<file path="config.mk">
export PLATFORM = sky130hd
export DESIGN_NAME = stho_top
export DESIGN_NICKNAME = d
export VERILOG_FILES = /design/src/rtl/stho_pkg.sv /design/src/rtl/stho_chan_if.sv /design/src/rtl/stho_hist_filter.sv /design/src/rtl/stho_top.sv
export SDC_FILE = /design/constraint.sdc
export NUM_CORES = 1
export LEC_CHECK = 0
export ABC_AREA = 1
export BUFFER_PORTS_ARGS = -buffer_cell sky130_fd_sc_hd__buf_2
export CORE_MARGIN = 5
export CORE_UTILIZATION = 35
export CTS_BUF_LIST = sky130_fd_sc_hd__clkbuf_4 sky130_fd_sc_hd__clkbuf_8
export DETAILED_ROUTE_END_ITERATION = 16
export SYNTH_ARGS = -nofsm -noshare
export SYNTH_HDL_FRONTEND = slang
export SYNTH_HIERARCHICAL = 1
export SYNTH_SLANG_ARGS = --single-unit
</file>
<file path="constraint.sdc">
create_clock -name clk_i -period 12.03 [get_ports clk_i]
set_input_delay 1.203 -clock clk_i [delete_from_list [all_inputs] [get_ports clk_i]]
set_output_delay 1.203 -clock clk_i [all_outputs]
set_load 0.02 [all_outputs]
</file>
<file path="src/rtl/stho_pkg.sv">
// Constants, register map and code expansion for the threshold, history and offset block.
// Assumes one 50 MHz clock domain; register indices sit at byte address index*4.
package stho_pkg;

    // Register indices, byte address is four times the index
    localparam logic [7:0] IDX_PROX_HYST = 8'h17;
    localparam logic [7:0] IDX_PROX_HIST = 8'h18;
    localparam logic [7:0] IDX_AMB_HIST = 8'h19;
    localparam logic [7:0] IDX_MEAS_OFS = 8'h1a;
    localparam logic [7:0] IDX_EMIT_REC = 8'h1c;
    localparam logic [7:0] IDX_IRQ_STAT = 8'h20;
    localparam logic [7:0] IDX_IRQ_MASK = 8'h21;
    localparam logic [7:0] IDX_RESULT_LO = 8'h22;
    localparam logic [7:0] IDX_RESULT_HI = 8'h23;
    localparam logic [7:0] IDX_CHAN_STAT = 8'h24;

    // Values after reset
    localparam logic [7:0] RST_PROX_HYST = 8'h48;
    localparam logic [7:0] RST_PROX_HIST = 8'h03;
    localparam logic [7:0] RST_AMB_HIST = 8'h03;
    localparam logic [7:0] RST_MEAS_OFS = 8'h80;
    localparam logic [7:0] RST_EMIT_REC = 8'h00;
    localparam logic [7:0] RST_IRQ_MASK = 8'h00;

    // Status bit positions: one change event per channel, then overrange
    localparam int NCHAN = 4;
    localparam int AMB_CHAN = 3;
    localparam int EVT_OVR = 4;
    localparam int NEVT = 5;

    // Reserved result codes
    localparam logic [15:0] RES_OVERRANGE = 16'hffff;
    localparam logic [15:0] RES_CLAMP = 16'hfffe;

    // Channel decision state, one-hot
    typedef enum logic [1:0] {
        ST_BELOW = 2'b01,
        ST_ABOVE = 2'b10
    } stho_state_t;

    // Compressed code: high nibble exponent, low nibble fraction, value 1.f * 2^e
    function automatic logic [15:0] stho_expand(input logic [7:0] code);
        logic [19:0] mant;
        mant = {15'h0000, 1'b1, code[3:0]} << code[7:4];
        return mant[19:4];
    endfunction

endpackage

</file>
<file path="src/rtl/stho_chan_if.sv">
// Per-channel link between the register/measurement logic and a history filter.
// Assumes both ends share one clock.
`timescale 1ns/1ps
interface stho_chan_if;
    logic smp_vld;
    logic [15:0] value;
    logic [15:0] threshold;
    logic [15:0] hyst;
    logic [7:0] mask;
    logic above;
    logic changed;

    modport filt (
        input smp_vld,
        input value,
        input threshold,
        input hyst,
        input mask,
        output above,
        output changed
    );

    modport ctl (
        output smp_vld,
        output value,
        output threshold,
        output hyst,
        output mask,
        input above,
        input changed
    );
endinterface

</file>
<file path="src/rtl/stho_hist_filter.sv">
// History filter for one channel: status flips after a run of samples beyond the band.
// Assumes samples arrive as single-cycle strobes on the shared clock.
`timescale 1ns/1ps
module stho_hist_filter
    import stho_pkg::*;
(
    // Clock and reset
    input wire logic clk_i,
    input wire logic rst_n_i,
    // Channel link
    stho_chan_if.filt ch
);

    stho_state_t state_ff;
    stho_state_t nxt_state;
    logic [7:0] hist_ff;
    logic [7:0] nxt_hist;
    logic changed_ff;
    logic [16:0] band_hi;
    logic [15:0] band_lo;
    logic beyond;
    logic run_met;

    // Band edges, upper widened to 17 bits and lower saturating at zero, so a wide band never wraps
    assign band_hi = {1'b0, ch.threshold} + {1'b0, ch.hyst};
    assign band_lo = (ch.threshold >= ch.hyst) ? ch.threshold - ch.hyst : 16'h0000;
    // Beyond means past the far edge of the band for the current state
    assign beyond = (state_ff == ST_BELOW) ? ({1'b0, ch.value} > band_hi)
                                           : (ch.value < band_lo);
    assign nxt_hist = {hist_ff[6:0], beyond};
    assign run_met = beyond && ((nxt_hist & ch.mask) == ch.mask);
    assign nxt_state = (state_ff == ST_BELOW) ? ST_ABOVE : ST_BELOW;

    // History restarts after each flip so the next run is counted afresh
    always_ff @(posedge clk_i or negedge rst_n_i)
    begin
        if (!rst_n_i)
        begin
            state_ff <= ST_BELOW;
            hist_ff <= 8'h00;
            changed_ff <= 1'b0;
        end
        else
        begin
            changed_ff <= ch.smp_vld && run_met;
            if (ch.smp_vld)
            begin
                hist_ff <= run_met ? 8'h00 : nxt_hist;
                if (run_met)
                begin
                    state_ff <= nxt_state;
                end
            end
        end
    end

    assign ch.above = (state_ff == ST_ABOVE);
    assign ch.changed = changed_ff;

    // A lone sample never satisfies a two-sample mask
    short_run_a: assert property (@(posedge clk_i) disable iff (!rst_n_i)
        ch.smp_vld && beyond && !hist_ff[0] && ch.mask[1] |=> !changed_ff)
        else $error("status changed on a run shorter than the mask");

    // A completed run flips the status on the next edge
    full_run_a: assert property (@(posedge clk_i) disable iff (!rst_n_i)
        ch.smp_vld && run_met |=> changed_ff && (state_ff != $past(state_ff)))
        else $error("completed run did not flip the status");

endmodule

</file>
<file path="src/rtl/stho_top.sv">
// Threshold hysteresis, history filtering and offset for a light sensor's result path.
// Assumes a classic Wishbone master and measurement strobes on the same 50 MHz clock.
`timescale 1ns/1ps
module stho_top
    import stho_pkg::*;
(
    // Clock and reset
    input wire logic clk_i,
    input wire logic rst_n_i,
    // Wishbone classic slave
    input wire logic wb_cyc_i,
    input wire logic wb_stb_i,
    input wire logic wb_we_i,
    input wire logic [9:0] wb_adr_i,
    input wire logic [3:0] wb_sel_i,
    input wire logic [31:0] wb_dat_i,
    output logic [31:0] wb_dat_o,
    output logic wb_ack_o,
    // Raw measurement from the converter path
    input wire logic meas_vld_i,
    input wire logic [1:0] meas_chan_i,
    input wire logic [15:0] meas_i,
    input wire logic meas_ovr_i,
    // Thresholds from the threshold registers
    input wire logic [15:0] proximity_channel1_threshold_i,
    input wire logic [15:0] proximity_channel2_threshold_i,
    input wire logic [15:0] proximity_channel3_threshold_i,
    input wire logic [15:0] ambient_threshold_i,
    // Reported result
    output logic [15:0] result_o,
    output logic result_vld_o,
    output logic [1:0] result_chan_o,
    // Decisions and interrupt
    output logic [2:0] proximity_near_o,
    output logic ambient_above_o,
    output logic irq_o
);

    // Registers
    logic [7:0] proximity_hysteresis_ff;
    logic [7:0] proximity_history_mask_ff;
    logic [7:0] ambient_history_mask_ff;
    logic [7:0] measurement_offset_ff;
    logic [7:0] emitter_recovery_reserved_ff;
    logic [NEVT-1:0] irq_stat_ff;
    logic [NEVT-1:0] nxt_irq_stat;
    logic [NEVT-1:0] irq_mask_ff;
    logic ack_ff;
    logic [31:0] rd_data_ff;
    logic [15:0] result_ff;
    logic result_vld_ff;
    logic [1:0] result_chan_ff;
    logic ovr_ff;

    // Bus decode
    logic req;
    logic wr;
    logic [7:0] idx;
    logic sel_prox_hyst;
    logic sel_prox_hist;
    logic sel_amb_hist;
    logic sel_meas_ofs;
    logic sel_emit_rec;
    logic sel_irq_stat;
    logic sel_irq_mask;
    logic sel_res_lo;
    logic sel_res_hi;
    logic sel_chan_stat;
    logic [7:0] rd_byte;

    // Datapath
    logic [15:0] prox_hyst_val;
    logic [15:0] ofs_val;
    logic [15:0] sum;
    logic [15:0] reported;
    logic [NCHAN-1:0] chan_above;
    logic [NCHAN-1:0] chan_changed;
    logic [15:0] thr_w [NCHAN];
    logic [NEVT-1:0] evt_set;
    logic [NEVT-1:0] evt_clr;

    // One request per access; ack high blocks a second take of the same cycle
    assign req = wb_cyc_i & wb_stb_i & ~ack_ff;
    assign wr = req & wb_we_i & wb_sel_i[0];
    assign idx = wb_adr_i[9:2];

    // Address decode
    assign sel_prox_hyst = (idx == IDX_PROX_HYST);
    assign sel_prox_hist = (idx == IDX_PROX_HIST);
    assign sel_amb_hist = (idx == IDX_AMB_HIST);
    assign sel_meas_ofs = (idx == IDX_MEAS_OFS);
    assign sel_emit_rec = (idx == IDX_EMIT_REC);
    assign sel_irq_stat = (idx == IDX_IRQ_STAT);
    assign sel_irq_mask = (idx == IDX_IRQ_MASK);
    assign sel_res_lo = (idx == IDX_RESULT_LO);
    assign sel_res_hi = (idx == IDX_RESULT_HI);
    assign sel_chan_stat = (idx == IDX_CHAN_STAT);

    // Read selection; unmapped indices read as zero but still get an ack
    assign rd_byte = sel_prox_hyst ? proximity_hysteresis_ff :
                     sel_prox_hist ? proximity_history_mask_ff :
                     sel_amb_hist ? ambient_history_mask_ff :
                     sel_meas_ofs ? measurement_offset_ff :
                     sel_emit_rec ? emitter_recovery_reserved_ff :
                     sel_irq_stat ? {3'h0, irq_stat_ff} :
                     sel_irq_mask ? {3'h0, irq_mask_ff} :
                     sel_res_lo ? result_ff[7:0] :
                     sel_res_hi ? result_ff[15:8] :
                     sel_chan_stat ? {4'h0, chan_above} :
                     8'h00;

    // Bus answer one cycle after the request, dropped the cycle after
    always_ff @(posedge clk_i or negedge rst_n_i)
    begin
        if (!rst_n_i)
        begin
            ack_ff <= 1'b0;
            rd_data_ff <= 32'h0000_0000;
        end
        else
        begin
            ack_ff <= req;
            if (req)
            begin
                rd_data_ff <= {24'h00_0000, rd_byte};
            end
        end
    end

    assign wb_ack_o = ack_ff;
    assign wb_dat_o = rd_data_ff;

    // Parameter registers
    always_ff @(posedge clk_i or negedge rst_n_i)
    begin
        if (!rst_n_i)
        begin
            proximity_hysteresis_ff <= RST_PROX_HYST;
            proximity_history_mask_ff <= RST_PROX_HIST;
            ambient_history_mask_ff <= RST_AMB_HIST;
            measurement_offset_ff <= RST_MEAS_OFS;
            emitter_recovery_reserved_ff <= RST_EMIT_REC;
            irq_mask_ff <= RST_IRQ_MASK[NEVT-1:0];
        end
        else if (wr)
        begin
            if (sel_prox_hyst)
            begin
                proximity_hysteresis_ff <= wb_dat_i[7:0];
            end
            if (sel_prox_hist)
            begin
                proximity_history_mask_ff <= wb_dat_i[7:0];
            end
            if (sel_amb_hist)
            begin
                ambient_history_mask_ff <= wb_dat_i[7:0];
            end
            if (sel_meas_ofs)
            begin
                measurement_offset_ff <= wb_dat_i[7:0];
            end
            // Stored only; nothing inside reads it
            if (sel_emit_rec)
            begin
                emitter_recovery_reserved_ff <= wb_dat_i[7:0];
            end
            if (sel_irq_mask)
            begin
                irq_mask_ff <= wb_dat_i[NEVT-1:0];
            end
        end
    end

    assign prox_hyst_val = stho_expand(proximity_hysteresis_ff);
    assign ofs_val = stho_expand(measurement_offset_ff);

    assign sum = meas_i + ofs_val;
    assign reported = meas_ovr_i ? RES_OVERRANGE :
                      (sum == RES_OVERRANGE) ? RES_CLAMP : sum;

    // Result register; offset sums past 16 bits wrap, and only a sum of 0xffff moves to the clamp code
    always_ff @(posedge clk_i or negedge rst_n_i)
    begin
        if (!rst_n_i)
        begin
            result_ff <= 16'h0000;
            result_vld_ff <= 1'b0;
            result_chan_ff <= 2'h0;
            ovr_ff <= 1'b0;
        end
        else
        begin
            result_vld_ff <= meas_vld_i;
            if (meas_vld_i)
            begin
                result_ff <= reported;
                result_chan_ff <= meas_chan_i;
                ovr_ff <= meas_ovr_i;
            end
        end
    end

    assign result_o = result_ff;
    assign result_vld_o = result_vld_ff;
    assign result_chan_o = result_chan_ff;

    // Threshold per channel, ambient last
    assign thr_w[0] = proximity_channel1_threshold_i;
    assign thr_w[1] = proximity_channel2_threshold_i;
    assign thr_w[2] = proximity_channel3_threshold_i;
    assign thr_w[AMB_CHAN] = ambient_threshold_i;

    stho_chan_if chan_if [NCHAN] ();

    // One filter per channel, fed from the registered result
    for (genvar g = 0; g < NCHAN; g++)
    begin : g_chan
        assign chan_if[g].smp_vld = result_vld_ff && (result_chan_ff == 2'(g));
        assign chan_if[g].value = result_ff;
        assign chan_if[g].threshold = thr_w[g];
        // band on proximity thresholds; ambient band is not handled here
        assign chan_if[g].hyst = (g == AMB_CHAN) ? 16'h0000 : prox_hyst_val;
        assign chan_if[g].mask = (g == AMB_CHAN) ? ambient_history_mask_ff
                                                 : proximity_history_mask_ff;
        assign chan_above[g] = chan_if[g].above;
        assign chan_changed[g] = chan_if[g].changed;

        stho_hist_filter u_filt (
            .clk_i(clk_i),
            .rst_n_i(rst_n_i),
            .ch(chan_if[g].filt)
        );

        if (g != AMB_CHAN)
        begin : g_prox_chk
            // status rises only past threshold plus band
            prox_band_a: assert property (@(posedge clk_i) disable iff (!rst_n_i)
                $rose(chan_if[g].above) |->
                    ({1'b0, $past(result_ff)} >
                     {1'b0, $past(thr_w[g])} + {1'b0, $past(prox_hyst_val)}))
                else $error("proximity status rose inside the band");
        end
    end

    assign proximity_near_o = chan_above[2:0];
    assign ambient_above_o = chan_above[AMB_CHAN];

    // Events: status changes and overrange results
    assign evt_set = {result_vld_ff & ovr_ff, chan_changed};
    assign evt_clr = (wr && sel_irq_stat) ? wb_dat_i[NEVT-1:0] : '0;
    // A new event outranks a clear in the same cycle
    assign nxt_irq_stat = (irq_stat_ff & ~evt_clr) | evt_set;

    always_ff @(posedge clk_i or negedge rst_n_i)
    begin
        if (!rst_n_i)
        begin
            irq_stat_ff <= '0;
        end
        else
        begin
            irq_stat_ff <= nxt_irq_stat;
        end
    end

    // Level interrupt, follows the masked status directly
    assign irq_o = |(irq_stat_ff & irq_mask_ff);

    // Answer lasts exactly one cycle
    ack_pulse_a: assert property (@(posedge clk_i) disable iff (!rst_n_i)
        wb_ack_o |=> !wb_ack_o)
        else $error("ack held longer than one cycle");

    // Offset code right after reset
    ofs_reset_a: assert property (@(posedge clk_i) disable iff (!rst_n_i)
        !$past(rst_n_i) |-> (measurement_offset_ff == 8'h80) && (ofs_val == 16'd256))
        else $error("offset not at its reset value");

    // Hysteresis example code
    hyst_code_a: assert property (@(posedge clk_i) disable iff (!rst_n_i)
        proximity_hysteresis_ff == 8'h48 |-> prox_hyst_val == 16'd24)
        else $error("hysteresis code 0x48 not expanded to 24");

    // Offset example codes
    ofs_code_a: assert property (@(posedge clk_i) disable iff (!rst_n_i)
        (measurement_offset_ff == 8'h60 |-> ofs_val == 16'd64) and
        (measurement_offset_ff == 8'h70 |-> ofs_val == 16'd128))
        else $error("offset code expansion wrong");

    // Reported value carries the offset
    offset_add_a: assert property (@(posedge clk_i) disable iff (!rst_n_i)
        meas_vld_i && !meas_ovr_i && (meas_i + ofs_val != 16'hffff)
        |=> result_ff == 16'($past(meas_i) + $past(ofs_val)))
        else $error("result does not include the offset");

    // Valid results without overrange never show the overrange code
    no_false_ovr_a: assert property (@(posedge clk_i) disable iff (!rst_n_i)
        result_vld_ff && !ovr_ff |-> result_ff != 16'hffff)
        else $error("valid result reported as overrange");

    // Overrange input reports the reserved code and raises its event
    ovr_report_a: assert property (@(posedge clk_i) disable iff (!rst_n_i)
        meas_vld_i && meas_ovr_i |=> result_ff == 16'hffff ##1 irq_stat_ff[EVT_OVR])
        else $error("overrange not reported");

    // A set in the clearing cycle survives
    set_wins_a: assert property (@(posedge clk_i) disable iff (!rst_n_i)
        evt_set[EVT_OVR] |=> irq_stat_ff[EVT_OVR])
        else $error("event lost against a clear");

    // Every taken request is answered on the next edge
    ack_latency_a: assert property (@(posedge clk_i) disable iff (!rst_n_i)
        req |=> wb_ack_o)
        else $error("request not answered on the next edge");

    // A write lands at the edge it is taken, before the master sees ack
    ofs_write_a: assert property (@(posedge clk_i) disable iff (!rst_n_i)
        wr && sel_meas_ofs |=> measurement_offset_ff == $past(wb_dat_i[7:0]))
        else $error("offset write did not land");

    // The proximity run mask takes the written value
    hist_write_a: assert property (@(posedge clk_i) disable iff (!rst_n_i)
        wr && sel_prox_hist |=> proximity_history_mask_ff == $past(wb_dat_i[7:0]))
        else $error("history mask write did not land");

    // Write-one clears every bit that has no new event
    stat_clear_a: assert property (@(posedge clk_i) disable iff (!rst_n_i)
        wr && sel_irq_stat |=> (irq_stat_ff & $past(wb_dat_i[NEVT-1:0] & ~evt_set)) == '0)
        else $error("status bit not cleared by a written one");

endmodule

</file>
==> metrics.md <==
| Metric | Value |
|---|---|
| Outcome | complete, no violations |
| CP bufs+invs | 3 |
| Full die area | 0.0529 mm^2 |
| Cells after Synth | 2523 |
| Core box area | 0.0477 mm^2 |
| Period utilization | 0.461 |
| Post-synth top flop | dfrtp_1 |
| Tot Pwr | 1.49 mW |
| RSZ-0062 raised after global routing | false |
| Die extent in y | 230 um |
| Post-synthesis cell type count | 58 |
| CTS resizes | 0 |
| First-pass GRT wire length | 83.4 mm |
| DP HPWL | 42.6 mm |
| Normalized max-slew margin | 0.295 |
| Most common cell after layout, fill and taps aside | nand2_1 |
| # hold bufs at CTS | 0 |
| Fin crit period | 5.54 ns |
| Cell family with most CP delay | simple AND/OR/NAND/NOR gates |
| Most frequent cells in the layout | nand2_1, inv_1, ha_1, nor2_1, a21oi_1 |
| Max Clk Rate | 180 MHz |
| Lkg Pwr | 9.61 nW |
| Crit start category | flop |
| Setup TNS | 0 ns |
| DRC | 0 |
| Chip width | 230 um |
| Num CTS Buffers | 17 |
| Power per cell area | 80.5 mW/mm^2 |
| Ports | 192 |
| Total track usage | 0.192 |
| Synth Cell Area | 0.0169 mm^2 |
| Worst slew pin tran | 1.06 ns |
| Share of Yosys cell area claimed by the top area cell type | 0.197 |
| Hold worst-path end | g_chan[1].u_filt/state_ff[0] |
| Via count | 16506 |
| Ranking of synthesized cells by area | ha_1, dfrtp_1, nand2_1 |
| Final ANT Viol Nets | 0 |
| Peak VDD IR | 0.0688 mV |
| TritonRoute pass-1 iters | 5 |
| Hold Path Depth | 2 |
| H-tree depth | 4 |
| Post-synthesis sequential area ratio | 0.177 |
| 1st-iter DRT viols | 1189 |
| Ys async rst share | 1.00 |
| Hold Fails Final Rpt | 0 |
| Crit path largest cell delay | 0.76 ns |
| Crit Reg-Reg Startpoint | proximity_hysteresis_ff[4] |
| Vias in the first global route | 15911 |
| Row Count | 80 |
| Fin nets | 3075 |
| CTS root buf | clkbuf_8 |
| Clk_lat worst skew | 0.45 ns |
| Max cap viols | 0 |
| Vias per cell | 5.01 |
| Reg-to-Reg End | g_chan[2].u_filt/hist_ff[5] |
| Avg Synthesized Cell Area | 6.71 um^2 |
| Max-slew violation count | 0 |
| Warnings from Yosys | 6 |
| DRT Wirelength | 52.4 mm |
| Share of post-route cells with drive strength above 1 | 0.135 |
| Crit-path max FO | 11 |
| Syn-to-layout area delta | 9.44% |
| GPL Wtd Cong | 0.933 |
| Hold path start | g_chan[1].u_filt/state_ff[0] |
| Post-CTS Setup Repair Bufs | 0 |
| Worst Setup Path Type | reg -> reg |
| Final-report setup violation count | 0 |
| WP data required | 12.36 ns |
| CTS tree | yes |
| Clock Sinks | 119 |
| Port Buf Inserts | 138 |
| R2R cell count | 28 |
| FF-to-FF setup slack | 6.49 ns |
| WL per Instance | 15.9 um |
| Setup crit end kind | flop |
| Starting Density | 0.355 |
| Worst-path clk slew | 0.07 ns |
| Setup Skew | 0.0197 ns |
| Worst Path Arrival | 5.87 ns |
| Hold Crit Class | reg -> reg |
| Total grt overflow | 0 |
| Largest net degree at the start of global routing | 80 |
| Yosys reg bits | 119 |
| Setup crit start | proximity_hysteresis_ff[4] |
| Number of synthesized flops with an enable pin | 0 |
| Area leader, netlist | ha_1 |
| Max Root-Sink Buffers | 2 |
| CP max stage cell | nor2_1 |
| Initial antenna violation count | 1 |
power breakdown:
part           switching (mW)  internal (mW)  leakage [nW]
logic                   0.402          0.221          7.90
registers              0.0578          0.442          1.51
clock network           0.181          0.187         0.193
total                   0.641          0.850          9.61
Yosys cell counts, types with 5 or more instances:
master	number
ha_1	267
o22ai_1	22
a21boi_0	6
buf_2	15
dfstp_2	11
a221oi_1	7
xor2_1	60
nand2_1	671
nor4_1	9
a31oi_1	11
nand2_2	32
nand2_4	15
a21oi_2	6
nand3_1	147
nor2_1	161
nor2_2	7
nand3_2	25
dfrtp_1	108
nand4_1	32
inv_2	20
nand3b_1	6
fa_1	9
a211oi_1	12
nor3_1	31
buf_4	47
o21ai_2	17
and2_1	6
o21ai_0	85
or2_2	24
buf_6	8
o21ai_1	41
a21oi_1	158
clkbuf_1	14
o21bai_1	13
or2_1	5
inv_1	362
o31ai_1	5
layout make-up:
type / instances / area (um^2)
repair buffers: 150 / 783
fillers: 5139 / 29200
clock buffers: 17 / 234
inverters: 384 / 1440
flip-flops and latches: 119 / 2990
well taps: 615 / 769
clock inverters: 15 / 170
multi-input cells: 1992 / 12100
diodes: 1 / 2.50
flip-flops by register name (all words and copies together), names as in the netlist, 4 cells and up:
| register | count |
|---|---|
| ambient_history_mask_ff | 8 |
| wb_dat_o | 8 |
| g_chan.u_filt/state_ff | 8 |
| chan_if.mask | 8 |
| result_o | 16 |
| proximity_hysteresis_ff | 8 |
| g_chan.u_filt/ch.changed | 4 |
| irq_stat_ff | 5 |
| emitter_recovery_reserved_ff | 8 |
| g_chan.u_filt/hist_ff | 28 |
| irq_mask_ff | 5 |
| measurement_offset_ff | 8 |
layer usage:
metal  wire length (um)  GRT usage  share of wire  vias to the layer above
li1                   -          -              -                     8438
met2              24400      0.327           0.47                      395
met4               1450     0.0531          0.028                        0
met1              24200      0.260           0.46                     7595
met3               2330     0.0208          0.044                       78
met5                  0          0              0                        -
worst max-delay path by stage:
| stage | end | slack, ns | cells after the start |
|---|---|---|---|
| after floorplan | g_chan[1].u_filt/state_ff[1] | 7.71 | 28 |
| after CTS | g_chan[1].u_filt/hist_ff[5] | 6.47 | 28 |
| after global placement | g_chan[0].u_filt/hist_ff[2] | 6.64 | 26 |
| after global routing | g_chan[1].u_filt/state_ff[1] | 5.83 | 28 |
| final | g_chan[2].u_filt/hist_ff[5] | 6.49 | 28 |
| after detailed placement | g_chan[1].u_filt/hist_ff[5] | 6.49 | 28 |
tightest hold or removal path: stages (launching register included):
cell,delay (ns)
dfstp_2,0.38
nand2_1,0.05
nand2_1,0.05
stage by stage:
stage | setup WS [ns] | utilization | cells | hold slack (ns) | cell area (um^2)
floorplan | 7.71 | - | 2579 | 0.409 | 17100
global placement | 6.64 | 0.380 | 3260 | 0.454 | 18100
detailed placement | 6.49 | 0.380 | 3260 | 0.461 | 18100
CTS | 6.47 | 0.388 | 3292 | 0.482 | 18500
global route | 5.83 | 0.388 | 3293 | 0.495 | 18500
finish | 6.49 | 0.388 | 3293 | 0.476 | 18500
logic make-up (layout without fill, tap and decap cells):
family                     count (synthesis)  in the layout  share of synthesized area
buffers and inverters                    468            566                      0.119
AOI/OAI and AO/OA                        413            413                      0.147
other                                      1             58                   0.000222
DFF                                      119            119                      0.177
xor gates and xnor gates                  61             61                     0.0316
adders and majority gates                276            276                      0.208
and+or+nand+nor                         1185           1185                      0.318
Power figures use the tool's default switching activity.
